<file path="config.mk">
export PLATFORM = sky130hd
export DESIGN_NAME = byte_bit_op_execute
export DESIGN_NICKNAME = d
export VERILOG_FILES = /design/src/inc/bitop_pkg.sv /design/src/hdl/byte_bit_op_execute.sv /design/src/hdl/cycle_phase.sv
export SDC_FILE = /design/constraint.sdc
export NUM_CORES = 1
export LEC_CHECK = 0
export ABC_AREA = 1
export ABC_CLOCK_PERIOD_IN_PS = 9100
export BUFFER_PORTS_ARGS = -buffer_cell sky130_fd_sc_hd__buf_2
export CAP_MARGIN = 10
export CELL_PAD_IN_SITES_DETAIL_PLACEMENT = 1
export CELL_PAD_IN_SITES_GLOBAL_PLACEMENT = 1
export CORE_MARGIN = 2
export CORE_UTILIZATION = 54
export CTS_BUF_LIST = sky130_fd_sc_hd__clkbuf_2
export DETAILED_ROUTE_END_ITERATION = 10
export GPL_TIMING_DRIVEN = 0
export HOLD_SLACK_MARGIN = 0.06
export PLACE_DENSITY_LB_ADDON = 0.1
export SYNTH_ARGS = -nofsm -noshare
export SYNTH_HDL_FRONTEND = slang
export SYNTH_SLANG_ARGS = --single-unit
</file>
<file path="constraint.sdc">
create_clock -name clk -period 9.1 [get_ports clk]
set_input_delay 0.455 -clock clk [delete_from_list [all_inputs] [get_ports clk]]
set_output_delay 0.455 -clock clk [all_outputs]
set_load 0.03 [all_outputs]
</file>
<file path="src/inc/bitop_pkg.sv">
// Package with opcode fields, file addresses, reset values and timing for the execute block.
package bitop_pkg;
	// ****************************************************************
	// Instruction word layout
	// ****************************************************************
	localparam int  OPCODE_WIDTH   = 12;
	localparam int  FILE_ADDR_LSB  = 0;
	localparam int  FILE_ADDR_BITS = 5;
	localparam int  DEST_BIT_POS   = 5;
	localparam int  BIT_NUM_LSB    = 5;
	localparam int  BIT_NUM_BITS   = 3;
	localparam int  LITERAL_BITS   = 8;

	// ****************************************************************
	// Opcode patterns (upper bits of the word)
	// ****************************************************************
	localparam logic [5:0] OPC_ADD_ACC_FILE      = 6'h07;
	localparam logic [5:0] OPC_AND_ACC_FILE      = 6'h05;
	localparam logic [5:0] OPC_MOVE_FILE         = 6'h08;
	localparam logic [3:0] OPC_BIT_CLEAR         = 4'h4;
	localparam logic [3:0] OPC_BIT_SET           = 4'h5;
	localparam logic [3:0] OPC_SKIP_IF_CLEAR     = 4'h6;
	localparam logic [3:0] OPC_SKIP_IF_SET       = 4'h7;
	localparam logic [3:0] OPC_AND_ACC_LITERAL   = 4'he;
	localparam logic [2:0] OPC_UNCOND_BRANCH     = 3'h5;
	localparam logic [8:0] OPC_DIRECTION_LOAD    = 9'h000;
	localparam logic [11:0] OPC_NO_OPERATION     = 12'h000;

	// ****************************************************************
	// File addresses with side effects
	// ****************************************************************
	localparam logic [4:0] ADDR_TIMER_COUNT  = 5'h01;
	localparam logic [4:0] ADDR_PROG_COUNTER = 5'h02;
	localparam logic [4:0] ADDR_SECOND_PORT  = 5'h06;
	localparam logic [2:0] DIRECTION_PORT_SEL = 3'h6;

	// ****************************************************************
	// Reset values and timing
	// ****************************************************************
	localparam logic [7:0] ACC_RESET       = 8'h00;
	localparam logic [7:0] DIRECTION_RESET = 8'hff;
	localparam logic [7:0] LATCH_RESET     = 8'h00;
	localparam logic [7:0] FILE_RESET      = 8'h00;
	localparam int  OSC_PER_CYCLE  = 4;
	localparam int  PHASE_BITS     = 2;
	localparam logic [1:0] PHASE_LAST = 2'h3;
	localparam int  PC_BIT_FORCED  = 8;

	typedef enum logic [1:0] {
		EXEC_NORMAL = 2'b00,
		EXEC_FLUSH  = 2'b01
	} exec_state_type;
endpackage

</file>
<file path="src/hdl/byte_bit_op_execute.sv">
// Execute stage for add, AND, bit set/clear, bit test-and-skip and direction load.
//
// Summary of operation
// - Program counter writes, except unconditional branch, force counter bit 8 low.
// - Rewriting an I/O port uses sampled pin levels as the source value.
// - Direction load with operand 6 copies accumulator into second port direction.
// - Direction bit one tri-states its pin; zero enables the driver.
// - Marked file writes to the timer register clear prescaler when assigned.
// - Add sums accumulator and file, destination bit picks target, sets C, DC, Z.
// - File address is five bits, 0 to 31; bit number three bits, 0 to 7.
// - Bit clear zeroes one bit, keeps others and all flags.
// - Bit set ones one bit, keeps others and all flags.
// - AND literal masks accumulator with eight-bit literal, only zero flag changes.
// - AND file masks accumulator with file, destination bit picks target, zero flag.
// - Skip-if-clear skips next instruction when bit reads zero, no flag change.
// - Skip-if-set skips next instruction when bit reads one, no flag change.
// - A taken skip discards prefetched word and runs a no-operation instead.
// - Instruction cycle is four clocks; skips or counter changes take two.
`timescale 1ns/10ps
module byte_bit_op_execute #(
	parameter int FILE_DEPTH = 32
) (
	input  wire logic                              clk,
	input  wire logic                              nrst,
	input  wire logic [bitop_pkg::OPCODE_WIDTH-1:0] opcode,
	input  wire logic                              prescalerOnTimer,
	input  wire logic                        [7:0] portPinIn,
	output logic                             [7:0] portPinOut,
	output logic                             [7:0] portPinOe,
	output logic                             [7:0] accumulator,
	output logic                                   carryFlag,
	output logic                                   digitCarryFlag,
	output logic                                   zeroFlag,
	output logic                                   skipNext,
	output logic                                   prescalerClear,
	output logic                                   programCounterWrite,
	output logic                             [8:0] programCounterLow,
	output logic                                   cycleStart
);
	import bitop_pkg::*;

	// Refused at elaboration: the address field is fixed at five bits.
	if (FILE_DEPTH != 32) begin : g_bad_depth
		$error("file depth must be 32 to match the five-bit address field");
	end

	// ****************************************************************
	// Instruction cycle timing
	// ****************************************************************
	logic [1:0] phase;
	logic       cycleEnd;

	cycle_phase #(
		.PERIODS (OSC_PER_CYCLE)
	) u_phase (
		.clk      (clk),
		.nrst     (nrst),
		.phase    (phase),
		.cycleEnd (cycleEnd)
	);

	// Pins come from outside the clock domain, so two flops first.
	logic [7:0] pinMeta;
	logic [7:0] pinSync;
	always_ff @(posedge clk or negedge nrst) begin
		if (!nrst) begin
			pinMeta <= 8'h00;
			pinSync <= 8'h00;
		end else begin
			pinMeta <= portPinIn;
			pinSync <= pinMeta;
		end
	end

	// ****************************************************************
	// Decode
	// ****************************************************************
	logic [4:0]  fileAddr;
	logic [2:0]  bitNum;
	logic        destFile;
	logic [7:0]  literal;
	exec_state_type state;
	logic [11:0] execWord;
	logic isAdd, isAndF, isMove, isBcf, isBsf, isSkc, isSks, isAndL, isBranch, isDir;

	// A flushed slot runs as a no-operation in place of the prefetched word.
	assign execWord = (state == EXEC_FLUSH) ? OPC_NO_OPERATION : opcode;
	assign fileAddr = execWord[FILE_ADDR_LSB +: FILE_ADDR_BITS];
	assign bitNum   = execWord[BIT_NUM_LSB +: BIT_NUM_BITS];
	assign destFile = execWord[DEST_BIT_POS];
	assign literal  = execWord[LITERAL_BITS-1:0];
	assign isAdd    = (execWord[11:6] == OPC_ADD_ACC_FILE);
	assign isAndF   = (execWord[11:6] == OPC_AND_ACC_FILE);
	assign isMove   = (execWord[11:6] == OPC_MOVE_FILE);
	assign isBcf    = (execWord[11:8] == OPC_BIT_CLEAR);
	assign isBsf    = (execWord[11:8] == OPC_BIT_SET);
	assign isSkc    = (execWord[11:8] == OPC_SKIP_IF_CLEAR);
	assign isSks    = (execWord[11:8] == OPC_SKIP_IF_SET);
	assign isAndL   = (execWord[11:8] == OPC_AND_ACC_LITERAL);
	assign isBranch = (execWord[11:9] == OPC_UNCOND_BRANCH);
	assign isDir    = (execWord[11:3] == OPC_DIRECTION_LOAD) && (execWord[2:0] != 3'h0);

	// ****************************************************************
	// Operand read and ALU
	// ****************************************************************
	logic [7:0] fileMem [FILE_DEPTH];
	logic [7:0] portLatch;
	logic [7:0] direction;
	logic [7:0] operand;
	logic [8:0] sum;
	logic [4:0] lowSum;
	logic [7:0] result;
	logic [7:0] bitMask;
	logic       writeFile;
	logic       writeAcc;
	logic       testBit;
	logic       skipTaken;

	// Port reads return pin levels, never the latch contents.
	always_comb begin
		if (fileAddr == ADDR_SECOND_PORT) begin
			operand = pinSync;
		end else begin
			operand = fileMem[fileAddr];
		end
	end

	assign sum     = {1'b0, accumulator} + {1'b0, operand};
	assign lowSum  = {1'b0, accumulator[3:0]} + {1'b0, operand[3:0]};
	assign bitMask = 8'h01 << bitNum;
	assign testBit = operand[bitNum];

	// Result selection for every supported operation.
	always_comb begin
		result = operand;
		if (isAdd) begin
			result = sum[7:0];
		end else if (isAndF) begin
			result = accumulator & operand;
		end else if (isAndL) begin
			result = accumulator & literal;
		end else if (isBcf) begin
			result = operand & ~bitMask;
		end else if (isBsf) begin
			result = operand | bitMask;
		end
	end

	assign writeFile = ((isAdd || isAndF || isMove) && destFile) || isBcf || isBsf;
	assign writeAcc  = ((isAdd || isAndF || isMove) && !destFile) || isAndL;
	assign skipTaken = (isSkc && !testBit) || (isSks && testBit);

	// ****************************************************************
	// Skip sequencing
	// ****************************************************************
	// A taken skip or a counter change flushes the next slot.
	always_ff @(posedge clk or negedge nrst) begin
		if (!nrst) begin
			state <= EXEC_NORMAL;
		end else if (cycleEnd) begin
			case (state)
				EXEC_NORMAL: begin
					if (skipTaken || isBranch ||
					    (writeFile && fileAddr == ADDR_PROG_COUNTER)) begin
						state <= EXEC_FLUSH;
					end
				end
				EXEC_FLUSH: begin
					state <= EXEC_NORMAL;
				end
				default: begin
					state <= EXEC_NORMAL;
				end
			endcase
		end
	end

	assign skipNext   = (state == EXEC_FLUSH);
	assign cycleStart = (phase == 2'h0);

	// ****************************************************************
	// Accumulator and flags
	// ****************************************************************
	// Bit operations and tests leave every flag alone.
	always_ff @(posedge clk or negedge nrst) begin
		if (!nrst) begin
			accumulator    <= ACC_RESET;
			carryFlag      <= 1'b0;
			digitCarryFlag <= 1'b0;
			zeroFlag       <= 1'b0;
		end else if (cycleEnd) begin
			if (writeAcc) begin
				accumulator <= result;
			end
			if (isAdd) begin
				carryFlag      <= sum[8];
				digitCarryFlag <= lowSum[4];
			end
			if (isAdd || isAndF || isAndL || isMove) begin
				zeroFlag <= (result == 8'h00);
			end
		end
	end

	// ****************************************************************
	// File registers, port latch and direction
	// ****************************************************************
	// Full-byte writeback: a bit set/clear changes one bit, the rest taken from the pins.
	always_ff @(posedge clk or negedge nrst) begin
		if (!nrst) begin
			portLatch <= LATCH_RESET;
		end else if (cycleEnd && writeFile && fileAddr == ADDR_SECOND_PORT) begin
			portLatch <= result;
		end
	end

	always_ff @(posedge clk) begin
		if (cycleEnd && writeFile && fileAddr != ADDR_SECOND_PORT) begin
			fileMem[fileAddr] <= result;
		end
	end

	// Direction latch loads from the accumulator only for the second port.
	always_ff @(posedge clk or negedge nrst) begin
		if (!nrst) begin
			direction <= DIRECTION_RESET;
		end else if (cycleEnd && isDir && execWord[2:0] == DIRECTION_PORT_SEL) begin
			direction <= accumulator;
		end
	end

	assign portPinOut = portLatch;
	assign portPinOe  = ~direction;

	// ****************************************************************
	// Side effects on timer and program counter
	// ****************************************************************
	logic [8:0] pcLow;
	logic       pcWrite;
	logic       preClr;
	always_ff @(posedge clk or negedge nrst) begin
		if (!nrst) begin
			pcLow   <= 9'h000;
			pcWrite <= 1'b0;
			preClr  <= 1'b0;
		end else if (cycleEnd) begin
			preClr  <= writeFile && fileAddr == ADDR_TIMER_COUNT && prescalerOnTimer;
			pcWrite <= writeFile && fileAddr == ADDR_PROG_COUNTER;
			if (writeFile && fileAddr == ADDR_PROG_COUNTER) begin
				pcLow <= {1'b0, result};
			end
		end else begin
			preClr  <= 1'b0;
			pcWrite <= 1'b0;
		end
	end

	assign prescalerClear      = preClr;
	assign programCounterWrite = pcWrite;
	assign programCounterLow   = pcLow;

	// ****************************************************************
	// Checks
	// ****************************************************************
	property p_pc_bit8;
		@(posedge clk) disable iff (!nrst) programCounterWrite |-> !programCounterLow[PC_BIT_FORCED];
	endproperty
	a_pc_bit8: assert property (p_pc_bit8) else $error("counter bit 8 not forced low");

	property p_dir_oe;
		@(posedge clk) disable iff (!nrst)
			(cycleEnd && isDir && execWord[2:0] == DIRECTION_PORT_SEL) |=> (portPinOe == ~$past(accumulator));
	endproperty
	a_dir_oe: assert property (p_dir_oe) else $error("direction load mismatch");

	property p_skip_two;
		@(posedge clk) disable iff (!nrst)
			(cycleEnd && state == EXEC_NORMAL && skipTaken) |=> skipNext [*4] ##1 !skipNext;
	endproperty
	a_skip_two: assert property (p_skip_two) else $error("skip slot not one cycle");

	property p_bit_flags;
		@(posedge clk) disable iff (!nrst)
			(cycleEnd && (isBcf || isBsf || isSkc || isSks)) |=> $stable(zeroFlag) && $stable(carryFlag);
	endproperty
	a_bit_flags: assert property (p_bit_flags) else $error("bit op changed flags");

	property p_add_carry;
		@(posedge clk) disable iff (!nrst) (cycleEnd && isAdd) |=> carryFlag == $past(sum[8]);
	endproperty
	a_add_carry: assert property (p_add_carry) else $error("carry wrong after add");

	property p_andl;
		@(posedge clk) disable iff (!nrst)
			(cycleEnd && isAndL) |=> accumulator == ($past(accumulator) & $past(literal));
	endproperty
	a_andl: assert property (p_andl) else $error("literal AND wrong");

	property p_zero;
		@(posedge clk) disable iff (!nrst) (cycleEnd && isAndF) |=> zeroFlag == ($past(result) == 8'h00);
	endproperty
	a_zero: assert property (p_zero) else $error("zero flag wrong");

	property p_prescaler;
		@(posedge clk) disable iff (!nrst)
			(cycleEnd && writeFile && fileAddr == ADDR_TIMER_COUNT && prescalerOnTimer) |=> prescalerClear;
	endproperty
	a_prescaler: assert property (p_prescaler) else $error("prescaler not cleared");

	property p_cycle;
		@(posedge clk) disable iff (!nrst) cycleEnd |=> !cycleEnd [*3] ##1 cycleEnd;
	endproperty
	a_cycle: assert property (p_cycle) else $error("cycle not four clocks");

	c_skip: cover property (@(posedge clk) disable iff (!nrst) cycleEnd && skipTaken);
	c_port: cover property (@(posedge clk) disable iff (!nrst) cycleEnd && isBsf && fileAddr == ADDR_SECOND_PORT);
	c_dir:  cover property (@(posedge clk) disable iff (!nrst) cycleEnd && isDir);
endmodule

</file>
<file path="src/hdl/cycle_phase.sv">
// Divider that splits the oscillator clock into four-period instruction cycles.
`timescale 1ns/10ps
module cycle_phase #(
	parameter int PERIODS = bitop_pkg::OSC_PER_CYCLE
) (
	input  wire logic       clk,
	input  wire logic       nrst,
	output logic      [1:0] phase,
	output logic            cycleEnd
);
	import bitop_pkg::*;

	// Refused at elaboration: the phase counter is two bits and wraps on its own.
	if (PERIODS != 4) begin : g_bad_periods
		$error("cycle_phase supports exactly four periods per cycle");
	end

	// ****************************************************************
	// Phase counter
	// ****************************************************************
	// Free-running count; the last phase marks the end of a cycle.
	always_ff @(posedge clk or negedge nrst) begin
		if (!nrst) begin
			phase <= 2'h0;
		end else begin
			phase <= phase + 2'h1;
		end
	end

	assign cycleEnd = (phase == PHASE_LAST);
endmodule

</file>
==> impl_results.md <==
* Status: complete, no violations
* CTS H-tree depth at 3
* Comb power frac at 21.4%
* Sw Share at 34.4%
* Clock Root Buffer: clkbuf_2
* Netlist cell types at 42
* Die area at 27600 um2
* GR Util met2 at 56.1%
* Slew HR at 16.8%
* Slew @ Worst Pin at 1.25 ns
* Yosys warning total at 0
* Hold EP: state[0]
* Setup TNS at 0 ns
* DR DRC count at 0
* Reg-to-reg endpoint: fileMem[20][6]
* Internal power at 2.21 mW
* Clock latency on the worst-skew pair at 0.93 ns
* Final Cycle Share at 60.7%
* Placed Area at 15000 um2
* Min-delay src: opcode[8]
* P_leak at 7.00 nW
* Crit. End Element: register
* Max Transition Viols Final at 0
* Vias in the first global route at 12200
* Pin count of the biggest net entering global routing at 57
* Required time worst endpoint at 9.73 ns
* Detail Placement HPWL at 30500 um
* Critical path data arrival time at 6.15 ns
* Wirelength per Cell at 22.7 um
* Die height at 166 um
* RSZ-0062 raised after global routing: false
* 1st-pass router iterations at 5
* Met3 usage at 5.65%
* Top cell type by total area after synthesis: edfxtp_1
* Synthesized area at 14200 um2
* Ys async rst share at 17.9%
* R2R depth at 23
* CTS Buffer Depth at 3
* Nets@finish at 1686
* Row count at 59
* GRT met1 Usage at 42.9%
* Final critical-path setup slack at 3.58 ns
* Antenna Nets Post-Route at 0
* Synth Register Bits at 312
* Fin area at 15900 um2
* I/O Buffers at 60
* Setup WS pre-CTS at 3.43 ns
* Reg power frac at 50.0%
* Clock power share at 28.6%
* Average cell area after synthesis at 9.58 um2
* Clock Pin Slew Worst Setup and Hold Paths at 0.10 ns
* Die W at 166 um
* Inserted Clock Buffers at 80
* Number of DRC markers in iteration 0 at 1050
* Kind of critical path: register to register
* GRT Residual Overflow at 0
* Total wire length at 46200 um
* Hold Worst Slack at 0.120 ns
* Share of Yosys cell area claimed by the top area cell type at 54.1%
* Post-CTS Resized at 0
* First-pass GRT wire length at 69800 um
* Vias per cell at 5.60
* Layout cells sized above 1 at 15.7%
* Net load switching power at 1.16 mW
* EDFF count, synth at 256
* Startpoint Class: register
* Post-CTS setup buffer count at 0
* Placeable Area at 26000 um2
* HP Class: input port to register
* Layout area overhead at 11.8%
* Fin Clk Skew at 0.0922 ns
* Hold path cells at 7
* Largest cells by area after synthesis: edfxtp_1, nand2_1, dfrtp_1
* Seq/Total Area, Yosys at 64.0%
* Clock sinks at 312
* Endpoints failing hold at 0
* Commonest non-fill, non-tap cell in the layout: nand2_1
* Peak VDD IR at 149 uV
* Antenna violations before repair at 1
* Commonest cells after routing, fill and taps aside: nand2_1, edfxtp_1, nor2_1
* RR Startpoint: state[0]
* Vias at 11400
* CTS tree: built
* Max-Cap Viols at 0
* Tmin final at 5.52 ns
* Starting Density at 54.7%
* FMAX at 181 MHz
* Setup violations, final at 0
* Post-Syn Instances at 1484
* Max FO, Critical Path at 17
* GRT Util Overall at 33.7%
* Placer Congestion at 0.898
* Top FF cell, synth: edfxtp_1
* # IOs at 63
* Most Used Layer, Global Route: met2
* Power Density at 212 nW/um2
* Flop2flop setup slack at 3.58 ns
## sequential cells by signal, indices dropped and copies added, names as in the netlist, 2 cells and up
register,flops
fileMem,256
accumulator,8
direction,8
pinMeta,8
pinSync,8
portPinOut,8
programCounterLow,8
u_phase.phase,2
## metrics by stage
step                cells  total power, mW  util, %
global placement     1887             2.35     57.6
CTS                  2030             3.33     60.7
global route         2037             3.51     61.2
detailed placement   1887             2.38     57.6
floorplan            1492             2.10        -
finish               2037             3.37     61.2
## layer usage
metal,part of all wire (%),vias up
li1,-,5113
met1,40,5644
met2,48,497
met3,7.2,147
met4,4.7,0
met5,0,-
## area by class of cell
type                       count  area, um2
multi-input combinational    919       4060
buffer                        45        269
tap                          335        419
clock buffer                 116        581
timing repair buffer          76        536
sequential                   312       9100
fill                        3064      10100
inverter                     216        816
antenna                        1       2.50
clock inverter                17        116
## cells in the mapped netlist, types with 10 or more instances
cell type  instances
buf_2             17
edfxtp_1         256
ha_1              13
nand3_1           61
inv_1            203
inv_2             10
nand2_1          412
o21ai_0           72
dfrtp_1           48
nor2_1           236
a21oi_1           36
o21ai_1           17
## power groups by stage
stage	clock network [mW]	logic, mW	registers, mW
3_3_place_gp	0	0.634	1.72
6_report	0.964	0.723	1.68
2_1_floorplan	0	0.357	1.74
5_1_grt	1.04	0.777	1.69
4_1_cts	0.968	0.673	1.69
3_5_place_dp	0	0.665	1.72
## worst max-delay path, stage by stage, from the launching register on
cell and delay (ns):
dfrtp_1 0.41, buf_6 0.24, inv_4 0.11, nand2_2 0.20
buf_1 0.86, nand2_1 0.12, nand3_1 0.19, nand3_1 0.12
nand2_1 0.15, nand3_1 0.09, nand2_1 0.15, inv_1 0.08
ha_1 0.20, nand2_1 0.08, nand2_1 0.08, nand2_1 0.07
nand2_1 0.05, a21oi_1 0.30, o21ai_0 0.17, a21oi_1 0.22
a21oi_1 0.11, a21oi_2 0.30, inv_1 0.55, buf_8 0.36
## what timing repair did
item                       CTS  global route
hold endpoints to repair    57             0
setup endpoints to repair    0             0
hold buffers                10             0
## how the worst max path moves through the flow
| stage | from | end | slack [ns] | depth (start not counted) |
|---|---|---|---|---|
| after CTS | state[0] | fileMem[1][6] | 3.38 | 23 |
| after global routing | state[0] | fileMem[19][6] | 3.40 | 23 |
| final | state[0] | fileMem[20][6] | 3.58 | 23 |
| after global placement | state[0] | fileMem[22][6] | 3.70 | 22 |
| after floorplan | state[0] | fileMem[0][6] | 5.38 | 24 |
| after detailed placement | opcode[0] | fileMem[30][6] | 3.43 | 25 |
## cell families (layout without fill, tap and decap cells)
group	Yosys count	in the layout	share of synthesized area [%]
simple gates	750	750	21.5
flops	312	312	64.0
buf+inv	261	470	7.63
compound gates	145	145	5.54
fa+ha+maj	13	13	1.14
xor+xnor	2	2	0.123
other cells	1	10	0.0264
Note: power is estimated with default switching activity, not from simulation.
